$ cat config.mk
export PLATFORM = sky130hd
export DESIGN_NAME = cni_indicator
export DESIGN_NICKNAME = d
export VERILOG_FILES = /design/src/core/cni_pkg.sv /design/src/core/cni_indicator.sv /design/src/core/cni_ms_tick.sv
export VERILOG_INCLUDE_DIRS = /design/src /design/src/core
export SDC_FILE = /design/constraint.sdc
export NUM_CORES = 1
export LEC_CHECK = 0
export BUFFER_PORTS_ARGS = -buffer_cell sky130_fd_sc_hd__buf_2
export CAP_MARGIN = 25
export CORE_AREA = 2 2 74 146
export CTS_CLUSTER_DIAMETER = 40
export DETAILED_ROUTE_END_ITERATION = 12
export DIE_AREA = 0 0 76 148
export PLACE_DENSITY = 0.47
export SYNTH_ARGS = -nofsm -noshare
export SYNTH_HDL_FRONTEND = slang
export SYNTH_SLANG_ARGS = --single-unit
$ cat constraint.sdc
create_clock -name clk_sys -period 3.83 [get_ports clk_sys]
set_input_delay 0.5745 -clock clk_sys [delete_from_list [all_inputs] [get_ports clk_sys]]
set_output_delay 0.5745 -clock clk_sys [all_outputs]
set_load 0.1 [all_outputs]
$ cat src/core/cni_regs.svh
`ifndef CNI_REGS_SVH
`define CNI_REGS_SVH

// ********************************
// clock and tick
// ********************************
`define CNI_CLK_NS 32'h0000_0019
`define CNI_TICK_NS 32'h000F_4240
`define CNI_TICK_W 16

// ********************************
// call alert timing, in ms ticks
// ********************************
`define CNI_MS_W 13
`define CNI_CALL_LOW_MS 13'h001E
`define CNI_CALL_PER_MS 13'h1388
`define CNI_SMS_LOW_MS 13'h0023

// ********************************
// network led patterns, in ms ticks
// ********************************
`define CNI_DEF_PER_MS 13'h0320
`define CNI_DEF_ON_MS 13'h0040
`define CNI_SRCH_PER_MS 13'h03E8
`define CNI_SRCH_ON_MS 13'h01F4
`define CNI_REG_PER_MS 13'h0BB8
`define CNI_REG_ON_MS 13'h0040
`define CNI_DATA_PER_MS 13'h00C8
`define CNI_DATA_ON_MS 13'h0064

`endif
$ cat src/core/cni_pkg.sv
`include "cni_regs.svh"

package cni_pkg;

    typedef enum logic [3:0] {
        RING_IDLE = 4'b0001,
        RING_CALL_LOW = 4'b0010,
        RING_CALL_HIGH = 4'b0100,
        RING_SMS_LOW = 4'b1000
    } cni_ring_st_t;

    typedef enum logic [1:0] {
        NET_OFF = 2'h0,
        NET_SEARCH = 2'h1,
        NET_REG = 2'h2,
        NET_DATA = 2'h3
    } cni_net_t;

    typedef struct packed {
        logic call_ringing;
        logic sms_arrived;
    } cni_evt_t;

    typedef struct packed {
        logic pattern_en;
        cni_net_t state;
    } cni_net_cfg_t;

    typedef struct packed {
        logic [`CNI_MS_W-1:0] per;
        logic [`CNI_MS_W-1:0] on;
    } cni_pat_t;

endpackage : cni_pkg

$ cat src/core/cni_indicator.sv
`timescale 1ns/10ps
`include "cni_regs.svh"

// Contract
// unanswered incoming call drives alert output low in 30 ms pulses
// call low pulses repeat every 5 seconds while the call stays unanswered
// answered call stops pulsing, alert output held high
// each call pulse also requests a textual ring notice on the serial port
// text message arrival gives one 35 ms low pulse, then high; the code drops an arrival that comes while a call rings
// network led is a pwm wave whose duty and rate follow network state; without pattern_en one default blink in all but NET_OFF
// host command enables distinct blink pattern per network state
// alert output rests high when idle and right after reset
// all widths and periods count a prescaled millisecond tick cleared by reset

module cni_indicator #(
    parameter int unsigned TICK_CYC = `CNI_TICK_NS / `CNI_CLK_NS
) (
    input wire logic clk_sys,
    input wire logic rstn,
    input cni_pkg::cni_evt_t evt,
    input cni_pkg::cni_net_cfg_t net_cfg,
    output logic call_alert_n_out,
    output logic ring_notify_out,
    output logic network_status_led_out
);
    import cni_pkg::*;

    typedef struct packed {
        cni_ring_st_t st;
        logic [`CNI_MS_W-1:0] ms;
        logic [`CNI_MS_W-1:0] led_ms;
        logic alert_n;
        logic notify;
        logic led;
    } cni_top_state_t;

    cni_top_state_t s_q;
    cni_top_state_t s_d;
    logic tick;
    logic tick_clr;
    cni_pat_t pat;

    function automatic cni_pat_t led_pat(input cni_net_cfg_t cfg);
        cni_pat_t p;
        p.per = `CNI_DEF_PER_MS;
        p.on = `CNI_DEF_ON_MS;
        if (cfg.pattern_en) begin
            case (cfg.state)
                NET_SEARCH: begin
                    p.per = `CNI_SRCH_PER_MS;
                    p.on = `CNI_SRCH_ON_MS;
                end
                NET_REG: begin
                    p.per = `CNI_REG_PER_MS;
                    p.on = `CNI_REG_ON_MS;
                end
                NET_DATA: begin
                    p.per = `CNI_DATA_PER_MS;
                    p.on = `CNI_DATA_ON_MS;
                end
                default: begin
                    p.per = `CNI_DEF_PER_MS;
                    p.on = `CNI_DEF_ON_MS;
                end
            endcase
        end
        return p;
    endfunction : led_pat

    // restarting the prescaler at each pulse start makes widths exact;
    // the led phase jitters by under one ms at those moments
    cni_ms_tick #(
        .TICK_CYC(TICK_CYC)
    ) u_tick (
        .clk_sys(clk_sys),
        .rstn(rstn),
        .clr(tick_clr),
        .tick_q(tick)
    );

    assign pat = led_pat(net_cfg);

    // ********************************
    // alert sequencer and led pwm
    // ********************************
    always_comb begin
        s_d = s_q;
        s_d.notify = 1'b0;
        tick_clr = 1'b0;
        case (s_q.st)
            RING_IDLE: begin
                s_d.alert_n = 1'b1;
                if (evt.call_ringing) begin
                    s_d.st = RING_CALL_LOW;
                    s_d.ms = '0;
                    s_d.alert_n = 1'b0;
                    s_d.notify = 1'b1;
                    tick_clr = 1'b1;
                end else if (evt.sms_arrived) begin
                    s_d.st = RING_SMS_LOW;
                    s_d.ms = '0;
                    s_d.alert_n = 1'b0;
                    tick_clr = 1'b1;
                end
            end
            RING_CALL_LOW: begin
                if (!evt.call_ringing) begin
                    s_d.st = RING_IDLE;
                    s_d.alert_n = 1'b1;
                end else if (tick) begin
                    s_d.ms = s_q.ms + `CNI_MS_W'(1);
                    if (s_q.ms == `CNI_CALL_LOW_MS - `CNI_MS_W'(1)) begin
                        s_d.st = RING_CALL_HIGH;
                        s_d.alert_n = 1'b1;
                    end
                end
            end
            RING_CALL_HIGH: begin
                if (!evt.call_ringing) begin
                    s_d.st = RING_IDLE;
                    s_d.alert_n = 1'b1;
                end else if (tick) begin
                    s_d.ms = s_q.ms + `CNI_MS_W'(1);
                    if (s_q.ms == `CNI_CALL_PER_MS - `CNI_MS_W'(1)) begin
                        s_d.st = RING_CALL_LOW;
                        s_d.ms = '0;
                        s_d.alert_n = 1'b0;
                        s_d.notify = 1'b1;
                        tick_clr = 1'b1;
                    end
                end
            end
            RING_SMS_LOW: begin
                // a call arriving now waits for this short pulse to end
                if (tick) begin
                    s_d.ms = s_q.ms + `CNI_MS_W'(1);
                    if (s_q.ms == `CNI_SMS_LOW_MS - `CNI_MS_W'(1)) begin
                        s_d.st = RING_IDLE;
                        s_d.alert_n = 1'b1;
                    end
                end
            end
            default: begin
                s_d.st = RING_IDLE;
                s_d.alert_n = 1'b1;
            end
        endcase

        if (net_cfg.state == NET_OFF) begin
            s_d.led_ms = '0;
            s_d.led = 1'b0;
        end else begin
            // wrap test uses >= so a shorter pattern chosen mid-cycle recovers
            if (s_q.led_ms >= pat.per) begin
                s_d.led_ms = '0;
            end else if (tick) begin
                if (s_q.led_ms >= pat.per - `CNI_MS_W'(1)) begin
                    s_d.led_ms = '0;
                end else begin
                    s_d.led_ms = s_q.led_ms + `CNI_MS_W'(1);
                end
            end
            s_d.led = (s_d.led_ms < pat.on);
        end
    end

    always_ff @(posedge clk_sys or negedge rstn) begin
        if (!rstn) begin
            s_q.st <= RING_IDLE;
            s_q.ms <= '0;
            s_q.led_ms <= '0;
            s_q.alert_n <= 1'b1;
            s_q.notify <= 1'b0;
            s_q.led <= 1'b0;
        end else begin
            s_q <= s_d;
        end
    end

    assign call_alert_n_out = s_q.alert_n;
    assign ring_notify_out = s_q.notify;
    assign network_status_led_out = s_q.led;

    // ********************************
    // checks
    // ********************************
    logic [`CNI_MS_W-1:0] low_ticks_q;
    logic [`CNI_MS_W-1:0] high_ticks_q;

    always_ff @(posedge clk_sys or negedge rstn) begin
        if (!rstn) begin
            low_ticks_q <= '0;
            high_ticks_q <= '0;
        end else begin
            low_ticks_q <= s_q.alert_n ? '0 : (low_ticks_q + (tick ? `CNI_MS_W'(1) : '0));
            high_ticks_q <= !s_q.alert_n ? '0 : (high_ticks_q + (tick ? `CNI_MS_W'(1) : '0));
        end
    end
endmodule : cni_indicator

$ cat src/core/cni_ms_tick.sv
`timescale 1ns/10ps
`include "cni_regs.svh"

module cni_ms_tick #(
    parameter int unsigned TICK_CYC = `CNI_TICK_NS / `CNI_CLK_NS
) (
    input wire logic clk_sys,
    input wire logic rstn,
    input wire logic clr,
    output logic tick_q
);
    import cni_pkg::*;

    typedef struct packed {
        logic [`CNI_TICK_W-1:0] cnt;
        logic tick;
    } cni_tick_state_t;

    cni_tick_state_t s_q;
    cni_tick_state_t s_d;

    // ********************************
    // prescaler
    // ********************************
    always_comb begin
        s_d = s_q;
        s_d.tick = 1'b0;
        if (clr) begin
            // the clearing cycle counts as the first, so widths come out exact
            s_d.cnt = `CNI_TICK_W'(1);
        end else if (s_q.cnt == `CNI_TICK_W'(TICK_CYC - 1)) begin
            s_d.cnt = '0;
            s_d.tick = 1'b1;
        end else begin
            s_d.cnt = s_q.cnt + `CNI_TICK_W'(1);
        end
    end

    always_ff @(posedge clk_sys or negedge rstn) begin
        if (!rstn) begin
            s_q <= '0;
        end else begin
            s_q <= s_d;
        end
    end

    assign tick_q = s_q.tick;
endmodule : cni_ms_tick

==> results of run 1 <==
[stage by stage]
stage | power, mW | std cells | worst slack [ps] | instance area, sq um | hold slack [ps]
5_1_grt | 1.820 | 510 | 250.3 | 3756 | 323.5
3_3_place_gp | 1.217 | 502 | 144.0 | 3587 | 449.3
3_5_place_dp | 1.224 | 502 | 110.1 | 3587 | 474.0
6_report | 1.713 | 510 | 418.2 | 3756 | 285.2
4_1_cts | 1.746 | 510 | 422.9 | 3756 | 297.4
2_1_floorplan | 1.144 | 370 | 161.3 | 3455 | 278.9
[final timing paths]
check,from,endpoint,cells past startpoint
min in group clk_sys,call_alert_n_out,call_alert_n_out,2
max,net_cfg[0],network_status_led_out,15
min,rstn,s_q[25],1
max reg2reg,s_q[12],network_status_led_out,11
max in group asynchronous,rstn,u_tick.s_q[3],2
min reg2reg,call_alert_n_out,call_alert_n_out,2
[cell type report]
class / instances / area (sq um) / share of cell area (%)
clock buffers: 5 / 125.1 / 3.331
flip-flops and latches: 50 / 1254 / 33.38
well taps: 135 / 168.9 / 4.497
inverters: 17 / 63.81 / 1.699
repair buffers: 11 / 60.06 / 1.599
clock inverters: 3 / 43.79 / 1.166
multi-input cells: 289 / 2041 / 54.33
[state kept, by name (all words and copies together), names as in the netlist]
| signal | cells |
|---|---|
| s_q | 30 |
| u_tick.s_q | 16 |
| call_alert_n_out | 1 |
| network_status_led_out | 1 |
| ring_notify_out | 1 |
| u_tick.tick_q | 1 |
[where the power goes]
part	switching [mW]	total [mW]	internal, mW
Sequential	0.0884	0.674	0.586
Combinational	0.365	0.529	0.163
Clock	0.201	0.510	0.309
[cell usage in the layout (no fill, tap or decap), types with 3 or more instances in the layout]
master and count:
dfrtp_1 48, nor2_1 34, ha_1 30, nand2_1 22
nor3_1 19, xor2_1 18, inv_1 17, a21oi_1 17
o21ai_0 16, nand4_1 15, nand3_1 13, or3_1 13
and3_1 10, xnor2_1 9, buf_2 9, o31ai_1 5
clkbuf_16 5, or4_1 4, nand3b_1 3, and4_1 3
o21a_1 3, nor4b_2 3, a21o_1 3
[cell families after synthesis]
family / share of synthesized area [%]
AO/OA/AOI/OAI: 14.14
AND/OR/NAND/NOR: 25.67
adder cells (fa/ha/maj): 10.88
XOR/XNOR: 7.324
flip-flops: 36.33
other: 0.1087
buffers and inverters: 4.641
multiplexers: 0.9065
[per-layer routing]
metal	part of all wire (%)	global-route usage (%)	up-vias	routed length, microns
met1	36	14.15	1346	3011
met2	57	31.70	40	4839
met5	0	0	-	0
li1	-	-	1356	-
met4	4.9	9.545	0	412
met3	2.0	2.137	20	171
==> run metrics, run 1 <==
outcome completed; ys flop type dfrtp_1; post-synth top area cell dfrtp_1; Clock Skews 6.074 ps; crit-path most repeated cell ha_1; Filler Cell Count 1,044; worst path arrival time 3600 ps; IO Pins 10; Tot GR Track Use 15.62%; final worst-path cycle share 89.08%; wire per inst 16.54 microns; total number of vias 2,762; max_cap viols 0; nets 411; Post-CTS Setup Bufs 0; Worst path top cell family by delay compound AO/OA/AOI/OAI gates; CP max stage cell o2111ai_1; DR vias/cell 5.416; Critical Path RT 4020 ps; leakage 1.607 nW; vias in the first global route 2,835; worst skew pair latency 300 ps; Slew Limit Headroom 31.65%; Yosys reg bits 50; Final min period 3412 ps; CTS buffer count 5; CP peak stage delay 570 ps; Commonest cells post-synth dfrtp_1 (48), nor2_1 (34), ha_1 (30); Buf/Inv on CP 1; CP Cell Sequence buf_2 > nand3b_1 > ha_1 > xor2_1 > ha_1 > nand4_1 > nor2_1 > a311oi_1 > o2111ai_1 > nor2_1 > ha_1 > o21a_1 > o211ai_1 > o32a_1 > o21a_1; Buffers on Ports 9; clk buf depth 2; final setup fails 0; Overflow after GRT 0; largest net degree at the start of global routing 27; Post-Route Utilization 37.25%; P per Cell Area 456.1 nW/um^2; Area Growth Syn to Fin 8.847%; Area contributors post-synth dfrtp_1 (35%), ha_1 (11%), xor2_1 (4.6%); H-Tree Level Count 2; starting density of the core 34.22%; crit path capture type register; CTS resizes 0; clk root buf clkbuf_16; Die ar. 11,250 sq um; Setup Total Neg Slack 0 ps; hold buffers post-CTS 0; Final GP Congestion 0.8125; clock transition at the registers of the reported paths 70 ps; Yosys top cell area share 34.81%; CORE AREA 10,080 sq um; DRT antenna net count 0; DRC Markers 0; upper clock frequency limit 293.1 MHz; Slew @ Worst Pin 1021 ps; Unique masters post-synth 63; Avg Cell Area, Syn 9.352 sq um; die width 76 microns; async set-reset flop share out of synthesis 100.0%; Chip Height 148 microns; Cell Rows 52; sequential share of the synthesized area 36.33%; first-pass GRT wire length 13,820 microns; setup slack, reg-to-reg 730 ps; Worst Path Max Fanout 10; final hold viol count 0; number of synthesized flops with an enable pin 0; Antenna diodes 0; Synthesis Warnings 0; crit path launch type primary input; Post-Syn Instances 369; fin. max-slew vios 0; DR pass1 iterations 4; ratio of cells with drive above 1 in the final layout 10.13%; initial antenna violation count 0; DRT iter0 DRCs 77; Detailed Route WL 8435 microns; hpwl dp 6560 microns; count leader, synth dfrtp_1; critical path class primary input to register; Hold Path Class primary input to async pin; clock sink count 50; VDD IR max 239.6 uV; Post-Syn Area 3451 sq um; CTS tree done; unrepaired setup endpoints after global routing no
No activity file was read; power rests on OpenSTA's default activity.
==> run 2: changes to the inputs <==
--- a/config.mk
+++ b/config.mk
@@ -6,12 +6,13 @@
 export SDC_FILE = /design/constraint.sdc
 export NUM_CORES = 1
 export LEC_CHECK = 0
+export ABC_AREA = 1
 export BUFFER_PORTS_ARGS = -buffer_cell sky130_fd_sc_hd__buf_2
 export CAP_MARGIN = 25
-export CORE_AREA = 2 2 74 146
+export CORE_AREA = 2 2 76 151
 export CTS_CLUSTER_DIAMETER = 40
 export DETAILED_ROUTE_END_ITERATION = 12
-export DIE_AREA = 0 0 76 148
+export DIE_AREA = 0 0 78 153
 export PLACE_DENSITY = 0.47
 export SYNTH_ARGS = -nofsm -noshare
 export SYNTH_HDL_FRONTEND = slang
==> run 2 against run 1 <==
  * Hold slack worse by 100 ps
  * Combinational power is 33% higher
  * Clock skew is 0.55 ps higher
  * Utilization rose by 0.49 points
  * Critical endpoint unchanged
  * Highest routed layer unchanged
  * Sequential power decreased by 3.6%
  * Area after synthesis up 7.8%
  * Wire length increased by 13%
  * Clock power is 11% lower
==> run metrics, run 2 <==
outcome completed (unchanged); Post-Syn Instances 513 (was 369); Hold WS 182.3 ps (was 285.2 ps); DRT iter0 DRCs 117 (was 77); DRT antenna net count 0 (unchanged); IO Pins 10 (unchanged); Unique masters post-synth 45 (was 63); clock sink count 50 (unchanged); CTS resizes 0 (unchanged); CP peak stage delay 290 ps (was 570 ps); first-pass GRT wire length 15,840 microns (was 13,820 microns); Post-CTS Setup Bufs 0 (unchanged); Setup Total Neg Slack 0 ps (unchanged); hold buffers post-CTS 0 (unchanged); crit-path most repeated cell nand2_1 (was ha_1); nets 565 (was 411); CTS buffer count 5 (unchanged); Area contributors post-synth dfrtp_1 (32%), nand2_1 (11%), ha_1 (10%) (was dfrtp_1 (35%), ha_1 (11%), xor2_1 (4.6%)); Final GP Congestion 0.9255 (was 0.8125); dpl cells 661 (was 502); Antenna diodes 0 (unchanged); total power 1.812 mW (was 1.713 mW); upper clock frequency limit 325.3 MHz (was 293.1 MHz); vias in the first global route 3,285 (was 2,835); starting density of the core 34.42% (was 34.22%); Avg Cell Area, Syn 7.254 sq um (was 9.352 sq um); Area Growth Syn to Fin 9.617% (was 8.847%); Chip Height 153 microns (was 148 microns); most frequent cells in the layout nand2_1 (112), nor2_1 (90), inv_1 (62) (was dfrtp_1 (48), nor2_1 (34), ha_1 (30)); ys flop type dfrtp_1 (unchanged); P per Cell Area 444.3 nW/um^2 (was 456.1 nW/um^2); Cell Rows 54 (was 52); DR vias/cell 4.954 (was 5.416); max_cap viols 0 (unchanged); Critical Path RT 4010 ps (was 4020 ps); die width 78 microns (was 76 microns); Buf/Inv on CP 3 (was 1); Die ar. 11,930 sq um (was 11,250 sq um); max reg flops 30 (unchanged); Hold Path Class primary input to async pin (unchanged); final hold viol count 0 (unchanged); Filler Cell Count 1,186 (was 1,044); Worst Path Max Fanout 7 (was 10); crit path launch type primary input (unchanged); CORE AREA 10,810 sq um (was 10,080 sq um); Final min period 3074 ps (was 3412 ps); total number of vias 3,314 (was 2,762); Synthesis Warnings 0 (unchanged); largest net degree at the start of global routing 37 (was 27); fin. max-slew vios 0 (unchanged); sequential share of the synthesized area 33.69% (was 36.33%); VDD IR max 501.0 uV (was 239.6 uV); number of synthesized flops with an enable pin 0 (unchanged); critical path class primary input to register (unchanged); Overflow after GRT 0 (unchanged); async set-reset flop share out of synthesis 100.0% (unchanged); DRC Markers 0 (unchanged); H-Tree Level Count 2 (unchanged); Detailed Route WL 9504 microns (was 8435 microns); CP Cell Sequence buf_2 > inv_1 > nor2_1 > nand2_1 > ha_1 > xor2_1 > ha_1 > nand2_1 > nor2_1 > nand2_1 > nor2_1 > nor2_1 > nand3_1 > nand2_1 > nand2_1 > nor2_1 > ha_1 > nand2_1 > inv_1 > nand2_1 > or2_2 > nand3_1 > nor2_1 (was buf_2 > nand3b_1 > ha_1 > xor2_1 > ha_1 > nand4_1 > nor2_1 > a311oi_1 > o2111ai_1 > nor2_1 > ha_1 > o21a_1 > o211ai_1 > o32a_1 > o21a_1); hpwl dp 7657 microns (was 6560 microns); final setup fails 0 (unchanged); Yosys top cell area share 32.28% (was 34.81%); initial antenna violation count 0 (unchanged); ratio of cells with drive above 1 in the final layout 9.830% (was 10.13%); post-synth top area cell dfrtp_1 (unchanged); largest registers s_q x30, u_tick.s_q x16 (unchanged); Yosys reg bits 50 (unchanged); Tot GR Track Use 16.91% (was 15.62%); count leader, synth nand2_1 (was dfrtp_1); clk root buf clkbuf_16 (unchanged); worst skew pair latency 290 ps (was 300 ps); clk buf depth 2 (unchanged); Largest Register s_q (unchanged); DR pass1 iterations 4 (unchanged); leakage 1.924 nW (was 1.607 nW); setup slack, reg-to-reg 1160 ps (was 730 ps); most common cell after layout, fill and taps aside nand2_1 (was dfrtp_1); final cell count without fillers 669 (was 510); final worst-path cycle share 80.25% (was 89.08%); CTS tree done (unchanged); clock transition at the registers of the reported paths 70 ps (about the same); Clock Skews 6.622 ps (was 6.074 ps); Buffers on Ports 9 (unchanged); Post-Syn Area 3721 sq um (was 3451 sq um); crit path capture type register (unchanged); Commonest cells post-synth nand2_1 (112), nor2_1 (90), inv_1 (62) (was dfrtp_1 (48), nor2_1 (34), ha_1 (30)); CP max stage cell ha_1 (was o2111ai_1); unrepaired setup endpoints after global routing no (unchanged); wire per inst 14.21 microns (was 16.54 microns); Worst path top cell family by delay simple AND/OR/NAND/NOR gates (was compound AO/OA/AOI/OAI gates); worst path arrival time 3260 ps (was 3600 ps)
==> run 2: cell count changes after synthesis, moves of 5 or more <==
cell	change
nand2_1	+90
nand3_1	+25
nor3b_2	+6
nor2_2	+7
or3_1	-13
and3_1	-9
xnor2_1	-6
inv_1	+45
nor2_1	+56
xor2_1	-5
==> run 2: path summary, 6_finish.rpt <==
kind	start	end	depth (start not counted)
hold reg to reg	u_tick.s_q[1]	u_tick.s_q[1]	1
setup / recovery	net_cfg[1]	network_status_led_out	23
max in group asynchronous	rstn	s_q[9]	2
setup reg to reg	s_q[14]	network_status_led_out	17
min in group clk_sys	u_tick.s_q[1]	u_tick.s_q[1]	1
hold / removal	rstn	s_q[32]	1
==> run 2: worst register-to-register path: cells and delay by family (launching register included) <==
kind	cells	cell delay (ps)
flops	1	460
simple gates	12	1290
fa+ha+maj	2	630
buf+inv	3	180
==> run 2: cell families after synthesis <==
| kind of cell | share of synthesized area, % |
|---|---|
| flops | 33.69 |
| xor+xnor | 3.766 |
| other cells | 0.1008 |
| simple gates | 37.56 |
| compound gates | 6.759 |
| buf+inv | 8.036 |
| fa+ha+maj | 10.09 |
==> run 2: per-layer routing <==
metal | GRT usage [%] | wire length (microns) | vias up
met2 | 32.31 | 5327 | 64
met5 | 0 | 0 | -
met4 | 8.605 | 430 | 0
li1 | - | - | 1695
met3 | 2.066 | 240 | 21
met1 | 17.47 | 3506 | 1534
==> run 2: report_power, final <==
part	internal (mW)	switching, mW	leakage (nW)
logic	0.181	0.526	1.17
registers	0.596	0.0540	0.678
clock network	0.259	0.197	0.0729
total	1.04	0.776	1.92
==> run 2: layout make-up <==
type / instances / area [sq um] / share of cell area (%)
multi-input cells: 393 / 2172 / 53.25
flip-flops and latches: 50 / 1254 / 30.74
inverters: 65 / 251.5 / 6.166
well taps: 140 / 175.2 / 4.294
clock buffers: 6 / 138.9 / 3.405
repair buffers: 13 / 75.07 / 1.840
clock inverters: 2 / 12.51 / 0.3067
==> run 2: per-stage QoR <==
step | utilization [%] | setup WS (ps) | area [sq um]
6_report | 37.73 | 756.3 | 4079
5_1_grt | 37.73 | 360.8 | 4079
4_1_cts | 37.73 | 756.4 | 4079
3_5_place_dp | 36.33 | 466.1 | 3928
3_3_place_gp | 36.33 | 496.8 | 3928
2_1_floorplan | - | 694.8 | 3725
==> run 3: changes to the inputs <==
==> constraint.sdc (replaced) <==
create_clock -name clk_sys -period 3.1 [get_ports clk_sys]
set_input_delay 0.465 -clock clk_sys [delete_from_list [all_inputs] [get_ports clk_sys]]
set_output_delay 0.465 -clock clk_sys [all_outputs]
set_load 0.1 [all_outputs]
==> run 3 against run 2 <==
  * Register-to-register slack got worse by 580 ps
  * Global-route usage rose by 0.32 points
  * Clock power rose by 21%
  * Wire length rose by 2.4%
  * Count of clock-buffer cells in the layout did not move
  * Power rose by 23%
  * Non-clock buffer count rose by 12
  * Clock skew fell by 4.2 ps
  * Cell count rose by 1.8%
  * Via count rose by 0.33%
  * Largest cell class unchanged
==> run metrics, run 3 (synthesis gave the netlist of run 2 again) <==
Chip Height 153 microns (unchanged); CP peak stage delay 310 ps (was 290 ps); CP Cell Sequence buf_2 > nor2_1 > inv_1 > nand2_1 > ha_1 > ha_1 > nand2_1 > o21ai_0 > nand2_1 > nand3_1 > nand2_1 > nand2_1 > nor2_1 > ha_1 > nand2_1 > inv_1 > nand2_1 > or2_2 > nand3_1 > nor2_1 (was buf_2 > inv_1 > nor2_1 > nand2_1 > ha_1 > xor2_1 > ha_1 > nand2_1 > nor2_1 > nand2_1 > nor2_1 > nor2_1 > nand3_1 > nand2_1 > nand2_1 > nor2_1 > ha_1 > nand2_1 > inv_1 > nand2_1 > or2_2 > nand3_1 > nor2_1); largest registers s_q x30, u_tick.s_q x16 (unchanged); Worst Path Max Fanout 5 (was 7); wire per inst 14.29 microns (was 14.21 microns); Buffers on Ports 9 (unchanged); outcome completed (unchanged); CTS tree done (unchanged); IO Pins 10 (unchanged); CP max stage cell ha_1 (unchanged); DRT antenna net count 0 (unchanged); clock sink count 50 (unchanged); Clock Skews 2.409 ps (was 6.622 ps); R2R cell count 17 (unchanged); setup slack, reg-to-reg 580 ps (was 1160 ps); clk root buf clkbuf_16 (unchanged); Slew @ Worst Pin 865.4 ps; H-Tree Level Count 2 (unchanged); DR vias/cell 4.883 (was 4.954); Buf/Inv on CP 3 (unchanged); most common cell after layout, fill and taps aside nand2_1 (unchanged); starting density of the core 34.42% (unchanged); first-pass GRT wire length 16,010 microns (was 15,840 microns); Critical Path Stages 20 (was 23); unrepaired setup endpoints after global routing no (unchanged); CP startpoint net_cfg[0] (was net_cfg[1]); Hold Path Class primary input to async pin (unchanged); Area Growth Syn to Fin 11.80% (was 9.617%); final hold viol count 0 (unchanged); Post-Route Utilization 38.48% (was 37.73%); CTS resizes 0 (unchanged); CTS buffer count 5 (unchanged); crit-path most repeated cell nand2_1 (unchanged); worst reg2reg endpoint network_status_led_out (unchanged); vias in the first global route 3,299 (was 3,285); Filler Cell Count 1,188 (was 1,186); upper clock frequency limit 349.8 MHz; crit path capture type register (unchanged); Critical Path RT 3290 ps (was 4010 ps); Post-CTS Setup Bufs 0 (unchanged); die width 78 microns (unchanged); clk buf depth 2 (unchanged); leakage 1.981 nW (was 1.924 nW); final setup fails 0 (unchanged); Final GP Congestion 0.8739 (was 0.9255); max_cap viols 0 (unchanged); worst path arrival time 3050 ps (was 3260 ps); crit path launch type primary input (unchanged); post-route cell area 4160 sq um (was 4079 sq um); DRT iter0 DRCs 101 (was 117); Detailed Route WL 9733 microns (was 9504 microns); Hold WS 274.0 ps (was 182.3 ps); hold buffers post-CTS 0 (unchanged); Placed Instance Area 4018 sq um (was 3928 sq um); ratio of cells with drive above 1 in the final layout 11.65% (was 9.830%); DRC Markers 0 (unchanged); Final min period 2858 ps; total number of vias 3,325 (was 3,314); clock transition at the registers of the reported paths 70 ps (about the same); P per Cell Area 536.4 nW/um^2 (was 444.3 nW/um^2); VDD IR max 518.0 uV (was 501.0 uV); Worst R2R Start s_q[15] (was s_q[14]); Worst path top cell family by delay simple AND/OR/NAND/NOR gates (unchanged); most frequent cells in the layout nand2_1 (112), nor2_1 (90), inv_1 (62) (unchanged); fin. max-slew vios 0 (unchanged); largest net degree at the start of global routing 37 (unchanged); worst skew pair latency 290 ps (about the same); critical path class primary input to register (unchanged); Slew Limit Headroom 42.31%; Largest Register s_q (unchanged); CORE AREA 10,810 sq um (unchanged); Die ar. 11,930 sq um (unchanged); Overflow after GRT 0 (unchanged); Cell Rows 54 (unchanged); Tot GR Track Use 17.23% (was 16.91%); max reg flops 30 (unchanged); Antenna diodes 0 (unchanged); initial antenna violation count 0 (unchanged); final worst-path cycle share 92.21%; hpwl dp 7870 microns (was 7657 microns); DR pass1 iterations 4 (unchanged); nets 577 (was 565)
==> run 3: worst max path at each step <==
stage | end
finish | network_status_led_out
global route | network_status_led_out
CTS | network_status_led_out
detailed placement | network_status_led_out
global placement | network_status_led_out
floorplan | network_status_led_out
==> run 3: cell type report <==
class	instances	area [sq um]	share of cell area, %
inverter	65	251.5	6.045
clock inverter	2	13.76	0.3308
tap	140	175.2	4.211
sequential	50	1254	30.14
timing repair buffer	25	165.2	3.970
clock buffer	6	128.9	3.098
multi-input combinational	393	2172	52.21
==> run 3: metrics by stage <==
step,instances,setup slack (ps),TNS [ps],power (mW)
floorplan,514,74.32,0,1.558
global placement,673,-84.69,-84.69,1.712
detailed placement,673,-94.96,-94.96,1.718
CTS,681,216.8,0,2.277
global route,681,46.40,0,2.407
finish,681,241.5,0,2.231
==> run 3: per-layer routing <==
metal  track usage, %  vias up  part of all wire, %
li1                 -     1711                    -
met1            16.74     1556                   36
met2            35.18       43                   60
met3            1.771       15                  1.5
met4            7.018        0                  3.0
met5                0        -                    0
==> run 3: power by group <==
part	total [mW]	switching [mW]	leakage [nW]	internal, mW
registers	0.804	0.0671	0.678	0.737
clock network	0.550	0.250	0.0708	0.300
logic	0.878	0.651	1.23	0.228
total	2.23	0.967	1.98	1.26
